$ cat config.mk
export PLATFORM = sky130hd
export DESIGN_NAME = csp_regs
export DESIGN_NICKNAME = d
export VERILOG_FILES = /design/src/design/csp_pkg.sv /design/src/design/csp_ptr_if.sv /design/src/design/csp_ptr_reg.sv /design/src/design/csp_bank_ram.sv /design/src/design/csp_regs.sv
export SDC_FILE = /design/constraint.sdc
export NUM_CORES = 1
export LEC_CHECK = 0
export CAP_MARGIN = 20
export CORE_ASPECT_RATIO = 2
export CORE_UTILIZATION = 30
export CTS_CLUSTER_DIAMETER = 30
export DETAILED_ROUTE_END_ITERATION = 6
export DONT_BUFFER_PORTS = 1
export PLACE_DENSITY_LB_ADDON = 0.2
export SLEW_MARGIN = 20
export SYNTH_ARGS = -nofsm -noshare
export SYNTH_HDL_FRONTEND = slang
export SYNTH_SLANG_ARGS = --single-unit
$ cat constraint.sdc
create_clock -name ref_clk -period 2.1 [get_ports ref_clk]
set_input_delay 0.21 -clock ref_clk [delete_from_list [all_inputs] [get_ports ref_clk]]
set_output_delay 0.21 -clock ref_clk [all_outputs]
set_load 0.02 [all_outputs]
$ cat src/design/csp_pkg.sv
// Constants shared by the CPU status and pointer register block.
// Assumes an 8-bit special-function register space and one core clock.
package csp_pkg;

    // -----------------------------------------------------------------
    // Special-function register offsets
    // -----------------------------------------------------------------
    localparam logic [7:0] SFR_PTR_A_LO = 8'h82;
    localparam logic [7:0] SFR_PTR_A_HI = 8'h83;
    localparam logic [7:0] SFR_PTR_B_LO = 8'h84;
    localparam logic [7:0] SFR_PTR_B_HI = 8'h85;
    localparam logic [7:0] SFR_PTR_SEL = 8'h92;
    localparam logic [7:0] SFR_ARB_CTRL = 8'hC7;
    localparam logic [7:0] SFR_PSW = 8'hD0;

    // -----------------------------------------------------------------
    // Field positions
    // -----------------------------------------------------------------
    localparam int ARB_CACHE_OFF = 1;
    localparam int ARB_PREF_OFF = 0;
    localparam int SEL_PTR = 0;
    localparam int PSW_CARRY = 7;
    localparam int PSW_HALF = 6;
    localparam int PSW_USER_A = 5;
    localparam int PSW_BANK_HI = 4;
    localparam int PSW_BANK_LO = 3;
    localparam int PSW_OVF = 2;
    localparam int PSW_USER_B = 1;
    localparam int PSW_PARITY = 0;

    // -----------------------------------------------------------------
    // Reset values
    // -----------------------------------------------------------------
    localparam logic [7:0] ARB_RESET = 8'h01;
    localparam logic [7:0] PTR_RESET = 8'h00;
    localparam logic [7:0] SEL_RESET = 8'h00;
    localparam logic [7:0] PSW_RESET = 8'h00;
    localparam logic [7:0] BANK_RESET = 8'h00;

    // -----------------------------------------------------------------
    // General register bank windows
    // -----------------------------------------------------------------
    localparam logic [15:0] BANK_DATA_BASE = 16'h0000;
    localparam logic [15:0] BANK_DATA_LAST = 16'h001F;
    localparam logic [15:0] BANK_UNI_BASE = 16'hFF00;
    localparam logic [15:0] BANK_UNI_LAST = 16'hFF1F;
    localparam int BANK_COUNT = 4;
    localparam int BANK_REGS = 8;
    localparam int PREFETCH_BYTES = 2;

endpackage

$ cat src/design/csp_ptr_if.sv
// Write path and value of one 16-bit data pointer.
// Assumes the driver and the register share one clock.
`timescale 1ns/1ps
interface csp_ptr_if;
    logic wr_lo;
    logic wr_hi;
    logic [15:0] wdata;
    logic [15:0] value;

    modport drv (output wr_lo, output wr_hi, output wdata, input value);
    modport store (input wr_lo, input wr_hi, input wdata, output value);
endinterface

$ cat src/design/csp_ptr_reg.sv
// One data pointer: low and high byte, each loaded on its own strobe.
// Assumes strobes are single-cycle requests on ref_clk.
`timescale 1ns/1ps
module csp_ptr_reg
    import csp_pkg::*;
(
    input wire logic ref_clk,
    input wire logic rst_n,
    csp_ptr_if.store port_if
);
    logic [15:0] value;
    logic [15:0] next_value;

    // Byte lanes load independently
    always_comb begin
        next_value = value;
        if (port_if.wr_lo) begin
            next_value[7:0] = port_if.wdata[7:0];
        end
        if (port_if.wr_hi) begin
            next_value[15:8] = port_if.wdata[15:8];
        end
    end

    always_ff @(posedge ref_clk or negedge rst_n) begin
        if (!rst_n) begin
            value <= {PTR_RESET, PTR_RESET};
        end else begin
            value <= next_value;
        end
    end

    assign port_if.value = value;
endmodule

$ cat src/design/csp_bank_ram.sv
// Flip-flop storage for the general register banks.
// One write port, two combinational read ports.
`timescale 1ns/1ps
module csp_bank_ram
    import csp_pkg::*;
#(
    parameter int DEPTH = 32,
    parameter int AW = 5
) (
    input wire logic ref_clk,
    input wire logic rst_n,
    input wire logic we,
    input wire logic [AW-1:0] waddr,
    input wire logic [7:0] wdata,
    input wire logic [AW-1:0] raddr_a,
    output logic [7:0] rdata_a,
    input wire logic [AW-1:0] raddr_b,
    output logic [7:0] rdata_b
);
    logic [7:0] mem [DEPTH];
    logic [7:0] next_mem [DEPTH];

    // Write one location, keep the rest
    always_comb begin
        next_mem = mem;
        if (we) begin
            next_mem[waddr] = wdata;
        end
    end

    always_ff @(posedge ref_clk or negedge rst_n) begin
        if (!rst_n) begin
            for (int i = 0; i < DEPTH; i++) begin
                mem[i] <= BANK_RESET;
            end
        end else begin
            mem <= next_mem;
        end
    end

    assign rdata_a = mem[raddr_a];
    assign rdata_b = mem[raddr_b];
endmodule

$ cat src/design/csp_regs.sv
// CPU status word, data pointers, register banks and arbiter control.
// Assumes the execution datapath and SFR access run on ref_clk.
//
// Behaviour
// RULE1: Cache-off bit invalidates cache, bypasses it
// RULE2: Prefetch two bytes after last cached byte
// RULE3: Two zero-reset 16-bit pointers, byte access
// RULE4: Select bit picks pointer for instructions
// RULE5: Four eight-register banks at 0x00-0x1F
// RULE6: Same banks alias at 0xFF00-0xFF1F
// RULE7: Status bits 4:3 choose active bank
// RULE8: Status word byte and bit writable
// RULE9: Carry set on carry or borrow
// RULE10: Half carry follows nibble carry
// RULE11: Overflow from carry, borrow, multiply, divide
// RULE12: Two user flags untouched by hardware
// RULE13: Parity flag shows odd accumulator ones
// RULE14: Accumulator value drives parity flag
// RULE15: Software status writes act like hardware
// RULE16: Parity writes by software do not last
`timescale 1ns/1ps
module csp_regs
    import csp_pkg::*;
(
    input wire logic ref_clk,
    input wire logic rst_n,
    input wire logic sfr_wr,
    input wire logic sfr_rd,
    input wire logic sfr_bit_wr,
    input wire logic [7:0] sfr_addr,
    input wire logic [2:0] sfr_bit_idx,
    input wire logic sfr_bit_val,
    input wire logic [7:0] sfr_wdata,
    output logic [7:0] sfr_rdata,
    input wire logic alu_upd,
    input wire logic alu_upd_cy,
    input wire logic alu_upd_ac,
    input wire logic alu_upd_ov,
    input wire logic alu_cy,
    input wire logic alu_ac,
    input wire logic alu_ov,
    input wire logic [7:0] acc_value,
    input wire logic dp_wr,
    input wire logic [15:0] dp_wdata,
    output logic [15:0] ptr_a,
    output logic [15:0] ptr_b,
    output logic ptr_sel,
    output logic [7:0] program_status_word,
    input wire logic gp_req,
    input wire logic gp_uni,
    input wire logic gp_wr,
    input wire logic [15:0] gp_addr,
    input wire logic [7:0] gp_wdata,
    output logic [7:0] gp_rdata,
    output logic gp_hit,
    input wire logic rn_req,
    input wire logic rn_wr,
    input wire logic [2:0] rn_idx,
    input wire logic [7:0] rn_wdata,
    output logic [7:0] rn_rdata,
    input wire logic fetch_last_byte,
    output logic cache_off,
    output logic prefetch_off,
    output logic cache_invalidate,
    output logic prefetch_req
);
    // -----------------------------------------------------------------
    // Register state
    // -----------------------------------------------------------------
    logic [7:0] arb_ctrl;
    logic [7:0] next_arb_ctrl;
    logic [7:0] sel_reg;
    logic [7:0] next_sel_reg;
    logic [7:0] next_psw;
    logic [7:0] next_sfr_rdata;
    logic next_cache_invalidate;
    logic next_prefetch_req;
    logic [7:0] next_gp_rdata;
    logic next_gp_hit;
    logic [7:0] next_rn_rdata;
    logic psw_sw_wr;
    logic ram_we;
    logic [4:0] ram_waddr;
    logic [7:0] ram_wdata;
    logic [4:0] gp_idx;
    logic gp_in_range;
    logic [4:0] rn_addr;
    logic [7:0] ram_gp_q;
    logic [7:0] ram_rn_q;

    csp_ptr_if pa_if ();
    csp_ptr_if pb_if ();

    // -----------------------------------------------------------------
    // Data pointers
    // -----------------------------------------------------------------
    csp_ptr_reg u_ptr_a (
        .ref_clk(ref_clk),
        .rst_n(rst_n),
        .port_if(pa_if.store)
    );

    csp_ptr_reg u_ptr_b (
        .ref_clk(ref_clk),
        .rst_n(rst_n),
        .port_if(pb_if.store)
    );

    // RULE3: byte access to each pointer
    // RULE4: instruction writes go to selected pointer
    always_comb begin
        pa_if.wr_lo = sfr_wr && sfr_addr == SFR_PTR_A_LO;
        pa_if.wr_hi = sfr_wr && sfr_addr == SFR_PTR_A_HI;
        pa_if.wdata = {sfr_wdata, sfr_wdata};
        pb_if.wr_lo = sfr_wr && sfr_addr == SFR_PTR_B_LO;
        pb_if.wr_hi = sfr_wr && sfr_addr == SFR_PTR_B_HI;
        pb_if.wdata = {sfr_wdata, sfr_wdata};
        if (dp_wr && !sel_reg[SEL_PTR]) begin
            pa_if.wr_lo = 1'b1;
            pa_if.wr_hi = 1'b1;
            pa_if.wdata = dp_wdata;
        end
        if (dp_wr && sel_reg[SEL_PTR]) begin
            pb_if.wr_lo = 1'b1;
            pb_if.wr_hi = 1'b1;
            pb_if.wdata = dp_wdata;
        end
    end

    assign ptr_a = pa_if.value;
    assign ptr_b = pb_if.value;
    assign ptr_sel = sel_reg[SEL_PTR];

    // -----------------------------------------------------------------
    // Control registers and status word
    // -----------------------------------------------------------------
    assign psw_sw_wr = (sfr_wr || sfr_bit_wr) && sfr_addr == SFR_PSW;

    // Arbiter control, pointer select and status word updates
    always_comb begin
        next_arb_ctrl = arb_ctrl;
        next_sel_reg = sel_reg;
        next_psw = program_status_word;
        if (sfr_wr && sfr_addr == SFR_ARB_CTRL) begin
            next_arb_ctrl = sfr_wdata;
        end
        if (sfr_wr && sfr_addr == SFR_PTR_SEL) begin
            next_sel_reg = sfr_wdata;
        end
        // RULE9: carry from arithmetic result
        // RULE10: half carry from nibble
        // RULE11: overflow from arithmetic
        if (alu_upd) begin
            if (alu_upd_cy) begin
                next_psw[PSW_CARRY] = alu_cy;
            end
            if (alu_upd_ac) begin
                next_psw[PSW_HALF] = alu_ac;
            end
            if (alu_upd_ov) begin
                next_psw[PSW_OVF] = alu_ov;
            end
        end
        // RULE8: byte and single-bit writes
        // RULE15: software write overrides flags
        if (sfr_wr && sfr_addr == SFR_PSW) begin
            next_psw = sfr_wdata;
        end else if (sfr_bit_wr && sfr_addr == SFR_PSW) begin
            next_psw[sfr_bit_idx] = sfr_bit_val;
        end
        // RULE13: parity of accumulator
        // RULE14: accumulator feeds parity
        // RULE16: parity recomputed every cycle
        next_psw[PSW_PARITY] = ^acc_value;
    end

    always_ff @(posedge ref_clk or negedge rst_n) begin
        if (!rst_n) begin
            arb_ctrl <= ARB_RESET;
            sel_reg <= SEL_RESET;
            program_status_word <= PSW_RESET;
        end else begin
            arb_ctrl <= next_arb_ctrl;
            sel_reg <= next_sel_reg;
            program_status_word <= next_psw;
        end
    end

    // -----------------------------------------------------------------
    // Flash cache and prefetch controls
    // -----------------------------------------------------------------
    // Invalidate pulse on turning the cache off, prefetch on last byte
    always_comb begin
        // RULE1: invalidate when cache is turned off
        next_cache_invalidate = next_arb_ctrl[ARB_CACHE_OFF] && !arb_ctrl[ARB_CACHE_OFF];
        // RULE2: request next two bytes
        next_prefetch_req = fetch_last_byte && !arb_ctrl[ARB_PREF_OFF];
    end

    always_ff @(posedge ref_clk or negedge rst_n) begin
        if (!rst_n) begin
            cache_off <= ARB_RESET[ARB_CACHE_OFF];
            prefetch_off <= ARB_RESET[ARB_PREF_OFF];
            cache_invalidate <= 1'b0;
            prefetch_req <= 1'b0;
        end else begin
            cache_off <= next_arb_ctrl[ARB_CACHE_OFF];
            prefetch_off <= next_arb_ctrl[ARB_PREF_OFF];
            cache_invalidate <= next_cache_invalidate;
            prefetch_req <= next_prefetch_req;
        end
    end

    // -----------------------------------------------------------------
    // Register read
    // -----------------------------------------------------------------
    // Unmapped offsets read as zero
    always_comb begin
        next_sfr_rdata = sfr_rdata;
        if (sfr_rd) begin
            unique case (sfr_addr)
                SFR_PTR_A_LO: next_sfr_rdata = pa_if.value[7:0];
                SFR_PTR_A_HI: next_sfr_rdata = pa_if.value[15:8];
                SFR_PTR_B_LO: next_sfr_rdata = pb_if.value[7:0];
                SFR_PTR_B_HI: next_sfr_rdata = pb_if.value[15:8];
                SFR_PTR_SEL: next_sfr_rdata = sel_reg;
                SFR_ARB_CTRL: next_sfr_rdata = arb_ctrl;
                SFR_PSW: next_sfr_rdata = program_status_word;
                default: next_sfr_rdata = 8'h00;
            endcase
        end
    end

    always_ff @(posedge ref_clk or negedge rst_n) begin
        if (!rst_n) begin
            sfr_rdata <= 8'h00;
        end else begin
            sfr_rdata <= next_sfr_rdata;
        end
    end

    // -----------------------------------------------------------------
    // General register banks
    // -----------------------------------------------------------------
    csp_bank_ram #(
        .DEPTH(BANK_COUNT * BANK_REGS),
        .AW(5)
    ) u_banks (
        .ref_clk(ref_clk),
        .rst_n(rst_n),
        .we(ram_we),
        .waddr(ram_waddr),
        .wdata(ram_wdata),
        .raddr_a(gp_idx),
        .rdata_a(ram_gp_q),
        .raddr_b(rn_addr),
        .rdata_b(ram_rn_q)
    );

    // RULE5: data-space window
    // RULE6: unified-space alias
    always_comb begin
        gp_idx = gp_addr[4:0];
        if (gp_uni) begin
            gp_in_range = gp_addr >= BANK_UNI_BASE && gp_addr <= BANK_UNI_LAST;
        end else begin
            gp_in_range = gp_addr >= BANK_DATA_BASE && gp_addr <= BANK_DATA_LAST;
        end
    end

    // RULE7: bank field picks register group
    assign rn_addr = {program_status_word[PSW_BANK_HI:PSW_BANK_LO], rn_idx};

    // Datapath access wins the write port over memory access
    always_comb begin
        ram_we = 1'b0;
        ram_waddr = gp_idx;
        ram_wdata = gp_wdata;
        if (rn_req && rn_wr) begin
            ram_we = 1'b1;
            ram_waddr = rn_addr;
            ram_wdata = rn_wdata;
        end else if (gp_req && gp_wr && gp_in_range) begin
            ram_we = 1'b1;
        end
        next_gp_hit = gp_req && gp_in_range;
        next_gp_rdata = gp_rdata;
        if (gp_req && !gp_wr) begin
            next_gp_rdata = gp_in_range ? ram_gp_q : 8'h00;
        end
        next_rn_rdata = rn_rdata;
        if (rn_req && !rn_wr) begin
            next_rn_rdata = ram_rn_q;
        end
    end

    always_ff @(posedge ref_clk or negedge rst_n) begin
        if (!rst_n) begin
            gp_rdata <= 8'h00;
            gp_hit <= 1'b0;
            rn_rdata <= 8'h00;
        end else begin
            gp_rdata <= next_gp_rdata;
            gp_hit <= next_gp_hit;
            rn_rdata <= next_rn_rdata;
        end
    end
endmodule

* After elaboration in Yosys (flattened, before gate mapping)
Cells that the tools add are included.
** Cells by class
- Add/subtract/negate cells :: 0
- Multiply operators :: 0
- Divide/modulo/power cells :: 0
- Order comparisons :: 10
- Eq/ne operators :: 7
- Shifts and indexed selects :: 0
- Muxes and demuxes :: 33
- Bitwise gates (word level) :: 3
- Reductions and logical operators :: 29
** Operator list (count)
- bitwise mux 256 bit :: 1
- binary-select mux 8 bit (select 5 bit) :: 2
- 2-to-1 mux 8 bit :: 9
- equality test 8 bit (second input constant) :: 7
- one-hot mux 8 bit (7 select lines) :: 1
- demux 8 bit (select 5 bit) :: 1
- 2-to-1 mux 16 bit :: 2
- logical AND 1 bit :: 22
- greater-or-equal comparator 6 bit (second input constant) :: 3
- inverter 5 -> 6 bit :: 3
- greater-or-equal comparator 16 x 1 -> 1 bit (second input constant) :: 1
- greater-or-equal comparator 16 bit (second input constant) :: 1
- <= comparator 16 bit (second input constant) :: 1
- <= comparator 16 x 5 -> 1 bit (second input constant) :: 1
- 2-to-1 mux 1 bit :: 12
- bitwise mux 8 bit :: 1
- XOR reduction 8 bit :: 1
- less-than comparator 6 x 1 -> 1 bit (second input constant) :: 1
- logical NOT 1 bit :: 5
- 2-to-1 mux 5 bit :: 1
- less-than comparator 3 x 4 -> 1 bit (second input constant) :: 1
- 2-to-1 mux 2 bit :: 2
- demux 1 bit (select 3 bit) :: 1
- greater-or-equal comparator 3 x 1 -> 1 bit (second input constant) :: 1
- nonzero test 2 bit :: 1
** Storage, ports and cells
- Register bits :: 341
- Bits in latches :: 0
- Memory bits (writable) :: 0
- ROM bits :: 0
- Input bits :: 98
- Output and inout port bits :: 70
- Memories :: 0

* Logic depth before layout (Yosys ltp)
Gate-level depths: netlist (run 1).
- Depth after elaboration :: 8
- Mapped depth :: 8

* Modules after synthesis
From an unflattened synthesis (run 1), not the netlist that was laid out.
** Second synthesis, totals
- Cells, all modules :: 1249
- Area total of the unflattened synthesis :: 18396.4 sq um
** By module, submodules not included
- csp_bank_ram :: times used 1, cells an instance 806, area an instance 13643.1 sq um
- csp_regs :: times used 1, cells an instance 375, area an instance 3427.0 sq um
- csp_ptr_reg :: times used 2, cells an instance 34, area an instance 663.1 sq um

* Least setup slack after synthesis (run 1)
Ideal clock, no wire load.
- Kind :: in2reg
- From :: in gp_addr[1]
- To :: reg gp_rdata[0]
- Setup time :: 126 ps
- Data arrival time :: 1934 ps
- Required time :: 1974 ps
- Slack :: 40 ps
- Cell stages on the path :: 7
- Cell sequence :: buf_2 -> clkbuf_1 -> clkbuf_1 -> mux4_2 -> a22oi_1 -> a21oi_1 -> a221o_1
** On the way
- Longest elaborated chain between the ends :: 5
- Elaborated cells between the ends (all ways) :: 12
- Those cells by class :: order compare: 4; mux: 5; bitwise: 1; reduce/logical: 2
** Ends and longest elaborated chain
- start: declaration :: line csp_regs.sv:52 : input wire logic [15:0] gp_addr,
- branches (longest 4 deep; another with greater-or-equal comparator 16 x 1 -> 1 bit)
- 2-to-1 mux 8 bit (*) :: line csp_regs.sv:289 : next_gp_rdata = gp_in_range ? ram_gp_q : 8'h00;
- end signal: assignment :: line csp_regs.sv:303 : gp_rdata <= next_gp_rdata;
- end: declaration :: line csp_regs.sv:54 : output logic [7:0] gp_rdata,
Every way passes the cells marked *. The select of a mux whose other input is x is not followed.
A chain may end at the register's enable or synchronous reset.

* Worst setup path in the final report (run 1)
- From :: reg program_status_word[3]
- To :: reg rn_rdata[1]
** On the way
- Longest elaborated chain between the ends :: 4
** Ends and longest elaborated chain
- start: declaration :: line csp_regs.sv:48 : output logic [7:0] program_status_word,
- start signal: assignment :: line csp_regs.sv:185 : program_status_word <= next_psw;
- inverter 5 -> 6 bit (implied by the code) :: line csp_bank_ram.sv:42 : assign rdata_b = mem[raddr_b];
- binary-select mux 8 bit (select 5 bit) :: line csp_bank_ram.sv:42
- 2-to-1 mux 8 bit (implied by the code) (2 in a row) :: line csp_bank_ram.sv:42
- end signal: assignment :: line csp_regs.sv:305 : rn_rdata <= next_rn_rdata;
- end: declaration :: line csp_regs.sv:60 : output logic [7:0] rn_rdata,
Every way passes these cells. The select of a mux whose other input is x is not followed.

==> flow_summary.ini, run 1 <==
[setup_path]
worst-path-max-fanout = 11
crit_path_end_kind = flop
arrival_ns = 2.54
required_ns = 2.58
startpoint_type = flop
setup.worst_path.class = reg -> reg

[clock_network]
clkLatencyLatePin_ns = 0.60
path_clk_slew_ns = 0.05
root_buffer = clkbuf_16
cts_tree = built
clock_path_buffers = 3
postCtsSetupBuffers = 0
cts_hold_buf = 54
htreeDepth = 3
cts.sinks = 339
numCtsBuffers = 67

[global_route]
grt_pass1_wl_mm = 93.4
overflow = 0
antenna_found_initial = 0
grt_usage_pct = 21.0
grt_pass1_vias = 13900
grt_max_degree = 340

[sta]
worst_pin_slew_ns = 1.79
rsz0062_at_grt = yes
fmax_ghz = 0.485
holdWs_ns = -0.636
setup_violations = 0
fin_worst_skew_ns = 0.0329
finalWorstSetupSlack_ns = 0.0384
hold_violations = 339
fin_setup_tns_ns = 0
post-route-period-util_pct = 98.2
slew-limit-headroom_pct = -19.2
slew_viol_final = 136
timing.final.crit_period_ns = 2.06

[outcome]
violations = hold timing, slew limit
status = finished with violations

[routing]
drt_pass1_iterations = 5
drc = 0
vias = 12500
drt_wl_total_mm = 63.3
ant_nets = 0
wl_per_cell_microns = 28.1
dr.first_iter.drc_count = 649
vias_per_cell = 5.53

[run]
maxCapViolations = 0

[finish]
largest_reg_flops = 256
final_common_cell = dfrtp_1
area_delta_synth_final_pct = 25.9
reg.largest.list = u_banks.mem (256), u_ptr_a.port_if.value (16), u_ptr_b.port_if.value (16)
fin_nets = 1522
final_cell_mix = 337 x dfrtp_1, 270 x mux2_2, 130 x mux4_2, 86 x nand2_1, 69 x buf_4
drive_gt1_share_pct = 47.2
finalNonFillerCells = 2253
largest-register = u_banks.mem
final_area_sq_um = 23000

[floorplan]
die_h_microns = 351
rows = 127
core_sq_um = 60100
die-area_sq_um = 62100
start_util_pct = 30.5
die_w_microns = 177
ios = 168

[min_path]
hold_class = in -> async

[place]
routabilityCongestion = 0.910
port_buffers = 0
hpwl_mm = 44.1
placed_area_sq_um = 20000
post-place-cells = 2075
dp_slack_ns = -0.168

[power_and_ir_drop]
p_leak_nw = 10.1
comb_power_share_pct = 13.1
powerDensity_nw_per_um2 = 1000
swShare_pct = 26.4
switchingPower_mw = 6.08
p_int_mw = 17.0
p_seq_share_pct = 37.3
clkPwrFrac_pct = 49.6
ir_worst_vdd_mv = 0.702

[synth]
syn_area_sq_um = 18300
synth_edf_count = 0
synth_warnings = 0
syn_avg_cell_area_sq_um = 14.1
yosys.area.top_type = dfrtp_1
ys_seq_elements = 339
synth-main-ff-cell = dfrtp_1
synth_top_area_share_pct = 46.2
yosysUniqueCellTypes = 72
async_flop_share_pct = 100
seq_area_frac_synth_pct = 46.3
syn-num-nets = 1398
ys_top_cells_by_area = dfrtp_1 46%, mux2_2 17%, mux4_2 16%
netlist_instances = 1300
==> routing by layer <==
| metal | vias to the layer above | wire [microns] | part of all wire (%) | global-route usage, % |
|---|---|---|---|---|
| met2 | 477 | 35300 | 56 | 40.2 |
| met3 | 175 | 3290 | 5.2 | 4.14 |
| met1 | 6504 | 19500 | 31 | 18.9 |
| met5 | - | 0 | 0 | 0 |
| met4 | 0 | 5180 | 8.2 | 16.0 |
| li1 | 5306 | - | - | - |
==> timing repair <==
item / in CTS / in global routing
endpoints found under the setup margin: 7 / 75
resized for setup: 8 / 8
pin swaps: 0 / 1
endpoints found under the hold margin: 414 / 339
==> metrics by stage <==
stage / util (%) / power (mW)
2_1_floorplan: - / 10.6
3_3_place_gp: 33.3 / 11.4
3_5_place_dp: 33.3 / 11.5
4_1_cts: 38.3 / 23.3
5_1_grt: 38.4 / 23.9
6_report: 38.4 / 23.1
==> power groups by stage <==
stage	Combinational [mW]	Sequential, mW	Clock, mW
CTS	3.03	8.61	11.7
global route	3.19	8.74	12.0
floorplan	2.24	8.31	0
global placement	2.78	8.67	0
detailed placement	2.83	8.71	0
finish	3.02	8.62	11.4
==> path summary, 6_finish.rpt <==
path | slack (ns) | cells after the start | endpoint | from
setup / recovery | 0.04 | 5 | rn_rdata[1] | program_status_word[3]
hold / removal | -0.64 | 0 | u_ptr_b.port_if.value[7] | rst_n
setup reg to reg | 0.04 | 5 | rn_rdata[1] | program_status_word[3]
hold reg to reg | 0.51 | 1 | sel_reg[4] | sel_reg[4]
max in group asynchronous | 1.23 | 0 | program_status_word[4] | rst_n
min in group ref_clk | 0.02 | 3 | program_status_word[4] | sfr_wr
==> final cells by class <==
| type | count | area (sq um) |
|---|---|---|
| Inverter | 5 | 18.8 |
| Fill cell | 5697 | 37000 |
| Sequential cell | 339 | 8490 |
| Clock inverter | 37 | 546 |
| Multi-Input combinational cell | 854 | 9400 |
| Timing Repair Buffer | 157 | 1740 |
| Clock buffer | 86 | 1890 |
| Antenna cell | 1 | 2.50 |
| Tap cell | 774 | 968 |
==> cells by family after synthesis <==
kind of cell | Yosys count | synth area share (%)
AOI/OAI and AO/OA | 192 | 8.02
xor gates and xnor gates | 7 | 0.335
buffers and inverters | 107 | 2.76
DFF | 339 | 46.3
muxes | 467 | 37.2
and+or+nand+nor | 188 | 5.30
==> cell usage after synthesis (6+ instances only) <==
cell and number:
nor2_1 20, a31oi_1 6, a22oi_1 30, nor2b_1 16, mux2i_1 45, a21oi_2 12
nand3_1 6, o21ai_2 6, mux4_2 130, a221o_1 8, mux2_2 270, xnor2_1 6
mux4_1 6, nand2_1 90, buf_1 9, and2_1 6, buf_2 27, a211o_1 6
o21ai_0 35, mux2_4 16, dfrtp_1 338, o22ai_1 41, a211oi_4 8, a21oi_1 14
clkbuf_1 55, nor4_1 12
==> worst max-delay path, cell delays in order (launching register included) <==
cell     delay, ns
dfrtp_1       0.49
or3_1         0.63
o22ai_1       0.31
buf_4         0.20
nor4_1        0.05
mux2_2        0.27
(Power assumes the default switching activity.)
==> run 2: changes to the inputs <==
clock period = 2.25 ns   (was 2.1 ns; I/O delays follow)
==> run 2 against run 1 <==
Against the previous run: the flow finishes with violations (hold timing); combinational power decreased by 5%; sequential power decreased by 6.7%; critical path depth fell by 1; maximum frequency down 0.63%; clock skew decreased by 0.016 ns; flip-flop and latch count did not move; setup slack improved by 0.14 ns; non-clock buffer count up 10; critical path type unchanged; largest power group unchanged.
==> flow_summary.ini, run 2 (synthesis results as in run 1) <==
[clock_network]
cts_hold_buf = 56
cts.sinks = 339
root_buffer = clkbuf_16
clock_path_buffers = 3
path_clk_slew_ns = 0.06
clkLatencyLatePin_ns = 0.61
htreeDepth = 3
numCtsBuffers = 70
cts_tree = built

[floorplan]
core_sq_um = 60100
ios = 168
start_util_pct = 30.5
rows = 127
die-area_sq_um = 62100
die_w_microns = 177
die_h_microns = 351

[setup_path]
crit_path_end_kind = flop
setup.worst_path.class = reg -> reg
reg2regPathDepth = 4
required_ns = 2.74
crit_start = u_banks.mem[178]
worst-path-max-fanout = 3
arrival_ns = 2.56
timing.rr.start = u_banks.mem[178]
startpoint_type = flop

[sta]
fin_worst_skew_ns = 0.0168
finalWorstSetupSlack_ns = 0.175
slew_viol_final = 0
fin_setup_tns_ns = 0
rsz0062_at_grt = no
holdWs_ns = -0.673
worst_pin_slew_ns = 0.979
slew-limit-headroom_pct = 34.7
fmax_ghz = 0.482
post-route-period-util_pct = 92.2
setup_violations = 0
hold_violations = 339
timing.final.crit_period_ns = 2.07

[routing]
drt_wl_total_mm = 64.0
vias = 12500
vias_per_cell = 5.50
drc = 0
wl_per_cell_microns = 28.2
drt_pass1_iterations = 5
ant_nets = 0
dr.first_iter.drc_count = 628

[finish]
final_util_pct = 38.5
final_common_cell = dfrtp_1
area_delta_synth_final_pct = 26.4
fin_nets = 1535
reg.largest.list = u_banks.mem (256), u_ptr_a.port_if.value (16), u_ptr_b.port_if.value (16)
drive_gt1_share_pct = 46.3
largest_reg_flops = 256
final_cell_mix = 338 x dfrtp_1, 270 x mux2_2, 130 x mux4_2, 89 x nand2_1, 81 x buf_4
largest-register = u_banks.mem
finalNonFillerCells = 2270

[global_route]
grt_pass1_vias = 14000
grt_pass1_wl_mm = 94.4
antenna_found_initial = 1
grt_usage_pct = 21.3
overflow = 0
grt_max_degree = 340

[outcome]
violations = hold timing
status = finished with violations

[place]
port_buffers = 0
routabilityCongestion = 0.858
hpwl_mm = 44.0
post-place-cells = 2083
dp_slack_ns = 0.0464

[power_and_ir_drop]
comb_power_share_pct = 12.9
clkPwrFrac_pct = 50.6
p_seq_share_pct = 36.4
swShare_pct = 27.0
ir_worst_vdd_mv = 0.615
powerDensity_nw_per_um2 = 954
p_leak_nw = 10.2
p_int_mw = 16.1
switchingPower_mw = 5.96

[run]
maxCapViolations = 0

[min_path]
hold_class = in -> async
-- run 2: metal layers --
metal / vias up / wire length [microns] / track usage, %
met5: - / 0 / 0
met4: 0 / 4810 / 15.8
met1: 6475 / 20000 / 19.2
met3: 177 / 3340 / 4.30
met2: 486 / 35900 / 40.9
li1: 5337 / - / -
-- run 2: critical path, cell delays in order (launching register included) --
cell and delay (ns):
dfrtp_1 0.41, mux4_1 0.61, mux4_2 0.50, nor2b_1 0.17
a221o_1 0.26
-- run 2: stage by stage --
stage / cell area (sq um) / total power, mW
after floorplan: 18300 / 9.85
after global placement: 20000 / 10.8
after detailed placement: 20000 / 10.8
after CTS: 23100 / 22.4
after global routing: 23100 / 22.9
final: 23100 / 22.1
-- run 2: cell type report --
class	count	area (sq um)
diodes	1	2.50
clock buffers	92	1950
clock inverters	38	607
fillers	5712	36900
inverters	5	18.8
multi-input cells	854	9340
flip-flops and latches	339	8480
well taps	774	968
repair buffers	167	1770
-- run 2: path summary, 6_finish.rpt --
| kind | slack (ns) | end |
|---|---|---|
| max | 0.18 | gp_rdata[2] |
| min | -0.67 | u_ptr_a.port_if.value[0] |
| max reg2reg | 0.18 | gp_rdata[2] |
| min reg2reg | 0.51 | arb_ctrl[2] |
| max in group asynchronous | 2.12 | gp_rdata[3] |
| min in group ref_clk | 0.04 | program_status_word[3] |
-- run 2: power by group through the flow --
stage	combinational, mW	clock [mW]	sequential (mW)
after floorplan	2.09	0	7.76
after global placement	2.67	0	8.10
after detailed placement	2.72	0	8.13
after CTS	2.88	11.4	8.04
after global routing	3.02	11.7	8.15
final	2.86	11.2	8.04
-- run 2: timing repair --
item,CTS,global route
hold endpoints to repair,411,339
setup endpoints to repair,0,1
buffers inserted,0,0
resized for setup,0,1
==> run 3: changes to the inputs <==
SETUP_SLACK_MARGIN = 0.4   (was not set)
SYNTH_HIERARCHICAL = 1   (was not set)
==> run 3 against run 2 <==
Against the previous run: the flow still finishes with violations (hold timing); clock power hardly changed; utilization rose by 0.35 points; sequential share of layout area is 0.70 points lower; register-to-register slack got worse by 0.06 ns; routed wire length is 1.4% lower; clock-buffer cell count decreased by 11; setup slack lost 0.056 ns; via count shrank 4.0%.
==> flow_summary.ini, run 3 <==
[finish]
final_cell_mix = 336 x dfrtp_1, 191 x mux2_2, 160 x mux4_2, 155 x mux2_4, 110 x nand2_1
final.fill_count = 5660
drive_gt1_share_pct = 54.6
finalNonFillerCells = 2188
reg.largest.list = u_banks/mem (256), u_ptr_a/port_if.value (16), u_ptr_b/port_if.value (16)
final_common_cell = dfrtp_1
area_delta_synth_final_pct = 28.3
fin_nets = 1451
largest_reg_flops = 256
final_util_pct = 38.9
largest-register = u_banks/mem

[global_route]
grt_pass1_vias = 13500
grt_max_degree = 340
overflow = 0
antenna_found_initial = 4
grt_pass1_wl_mm = 92.2
grt_usage_pct = 20.6

[synth]
netlist_instances = 1249
syn-num-nets = 1347
yosysMostFrequentCell = dfrtp_1
synth-main-ff-cell = dfrtp_1
ys_top_cells_by_area = dfrtp_1 46%, mux4_2 20%, mux2_2 19%
synth_warnings = 6
synth_top_area_share_pct = 46.0
syn_area_sq_um = 18400
yosysUniqueCellTypes = 57
synth_edf_count = 0
syn_avg_cell_area_sq_um = 14.7
yosys.area.top_type = dfrtp_1
async_flop_share_pct = 100
synthTopCellsByCount = 338 x dfrtp_1, 306 x mux2_2, 160 x mux4_2
seq_area_frac_synth_pct = 46.1
ys_seq_elements = 339

[clock_network]
clkLatencyLatePin_ns = 0.61
numCtsBuffers = 68
htreeDepth = 3
path_clk_slew_ns = 0.05
root_buffer = clkbuf_16
clock_path_buffers = 3
cts_tree = built
cts.sinks = 339

[floorplan]
ios = 168
start_util_pct = 30.3
die_h_microns = 352
die_w_microns = 177
die-area_sq_um = 62400
rows = 128
core_sq_um = 60700

[power_and_ir_drop]
switchingPower_mw = 5.95
swShare_pct = 26.4
p_int_mw = 16.6
comb_power_share_pct = 14.7
ir_worst_vdd_mv = 0.521
clkPwrFrac_pct = 49.0
p_leak_nw = 10.4
p_seq_share_pct = 36.4
powerDensity_nw_per_um2 = 957

[routing]
dr.first_iter.drc_count = 520
wl_per_cell_microns = 28.8
drt_pass1_iterations = 5
vias_per_cell = 5.47
ant_nets = 0
drt_wl_total_mm = 63.1
vias = 12000
drc = 0

[place]
routabilityCongestion = 0.874
port_buffers = 0
post-place-cells = 1999
hpwl_mm = 41.0

[setup_path]
required_ns = 2.73
worst-path-max-fanout = 3
crit_path_end_kind = flop
max_stage_delay_ns = 0.53
setup.worst_path.class = reg -> reg
critPathSlowestCell = mux4_2
startpoint_type = flop
cp_cell_sequence = mux4_2 -> mux4_2 -> mux2_4 -> mux2_4
arrival_ns = 2.61

[sta]
setup_violations = 0
hold_violations = 339
slew_viol_final = 0
worst_pin_slew_ns = 1.46
rsz0062_at_grt = yes
post-route-period-util_pct = 94.7
holdWs_ns = -0.641
slew-limit-headroom_pct = 2.97
timing.final.crit_period_ns = 2.13
fmax_ghz = 0.469
fin_worst_skew_ns = 0.0288

[min_path]
hold_class = in -> async

[outcome]
violations = hold timing
status = finished with violations

[run]
maxCapViolations = 0
==> run 3: cell count changes after synthesis, moves of 22 or more <==
cell / previous run / this run
a22oi_1: 30 / 8
mux2i_1: 45 / 17
o22ai_1: 41 / 4
mux2_4: 16 / 40
o21ai_0: 35 / 12
mux4_2: 130 / 160
mux2_2: 270 / 306
nand2_1: 90 / 131
==> run 3: area by class of cell <==
class / instances / area [sq um] / area share [%]
multi-input cells: 808 / 10200 / 43.1
flip-flops and latches: 339 / 8490 / 36.0
clock buffers: 81 / 1820 / 7.72
repair buffers: 127 / 1410 / 5.99
well taps: 780 / 976 / 4.14
clock inverters: 43 / 698 / 2.96
inverters: 9 / 33.8 / 0.143
diodes: 1 / 2.50 / 0.0106
==> run 3: final timing paths <==
| path | from | to | slack, ns | cells after the start |
|---|---|---|---|---|
| worst max register to register | u_banks/mem[90] | rn_rdata[2] | 0.12 | 4 |
| worst min-delay path | rst_n | u_ptr_b/port_if.value[0] | -0.64 | 0 |
| worst min register to register | sel_reg[2] | sel_reg[2] | 0.50 | 1 |
| min in group ref_clk | alu_ov | program_status_word[2] | 0.03 | 3 |
| worst max-delay path | u_banks/mem[90] | rn_rdata[2] | 0.12 | 4 |
| max in group asynchronous | rst_n | rn_rdata[5] | 1.73 | 0 |
==> run 3: metrics by stage <==
stage / total power [mW] / worst slack (ns) / area, sq um / setup TNS [ns] / hold slack, ns
finish: 22.6 / 0.120 / 23600 / 0 / -0.641
global route: 23.4 / 0.113 / 23600 / 0 / -0.672
CTS: 22.7 / 0.128 / 23300 / 0 / -0.672
detailed placement: 11.3 / -0.194 / 20000 / -9.79 / -0.0466
global placement: 11.1 / -0.199 / 20000 / -11.16 / -0.0428
floorplan: 10.5 / 0.000264 / 19000 / 0 / -0.0706
==> run 3: critical path, delay by kind of cell (launching register included) <==
family / cells / cell delay [ns]
flops: 1 / 0.42
mux: 4 / 1.57
==> run 3: timing repair <==
| item | in CTS | in global routing |
|---|---|---|
| cloned | 0 | 0 |
| resized for setup | 50 | 68 |
| endpoints found under the setup margin | 170 | 171 |
| hold endpoints to repair | 413 | 340 |
| setup buffers | 10 | 5 |
| pin swaps | 1 | 13 |
| hold buffers | 49 | 1 |
==> run 3: layer usage <==
metal	wire (microns)	global-route usage, %	share of wire (%)	vias up
li1	-	-	-	5015
met1	21600	20.6	34	6392
met2	34500	38.1	55	405
met3	3260	4.32	5.2	157
met4	3710	12.2	5.9	4
met5	29	0	0.046	-
==> run 3: logic make-up (layout without fill, tap and decap cells) <==
group	after synthesis	after routing	synth area share [%]
muxes	523	523	42.5
DFF	339	339	46.1
and+or+nand+nor	222	222	6.12
buffers and inverters	102	260	2.67
AOI/OAI and AO/OA	56	56	2.25
xor gates and xnor gates	7	7	0.333
other	0	1	0
==> run 3: power by group through the flow <==
stage	logic, mW	registers (mW)	clock network, mW
finish	3.31	8.21	11.1
global placement	2.91	8.21	0
floorplan	2.60	7.91	0
global route	3.49	8.35	11.6
CTS	3.22	8.20	11.3
detailed placement	2.97	8.29	0
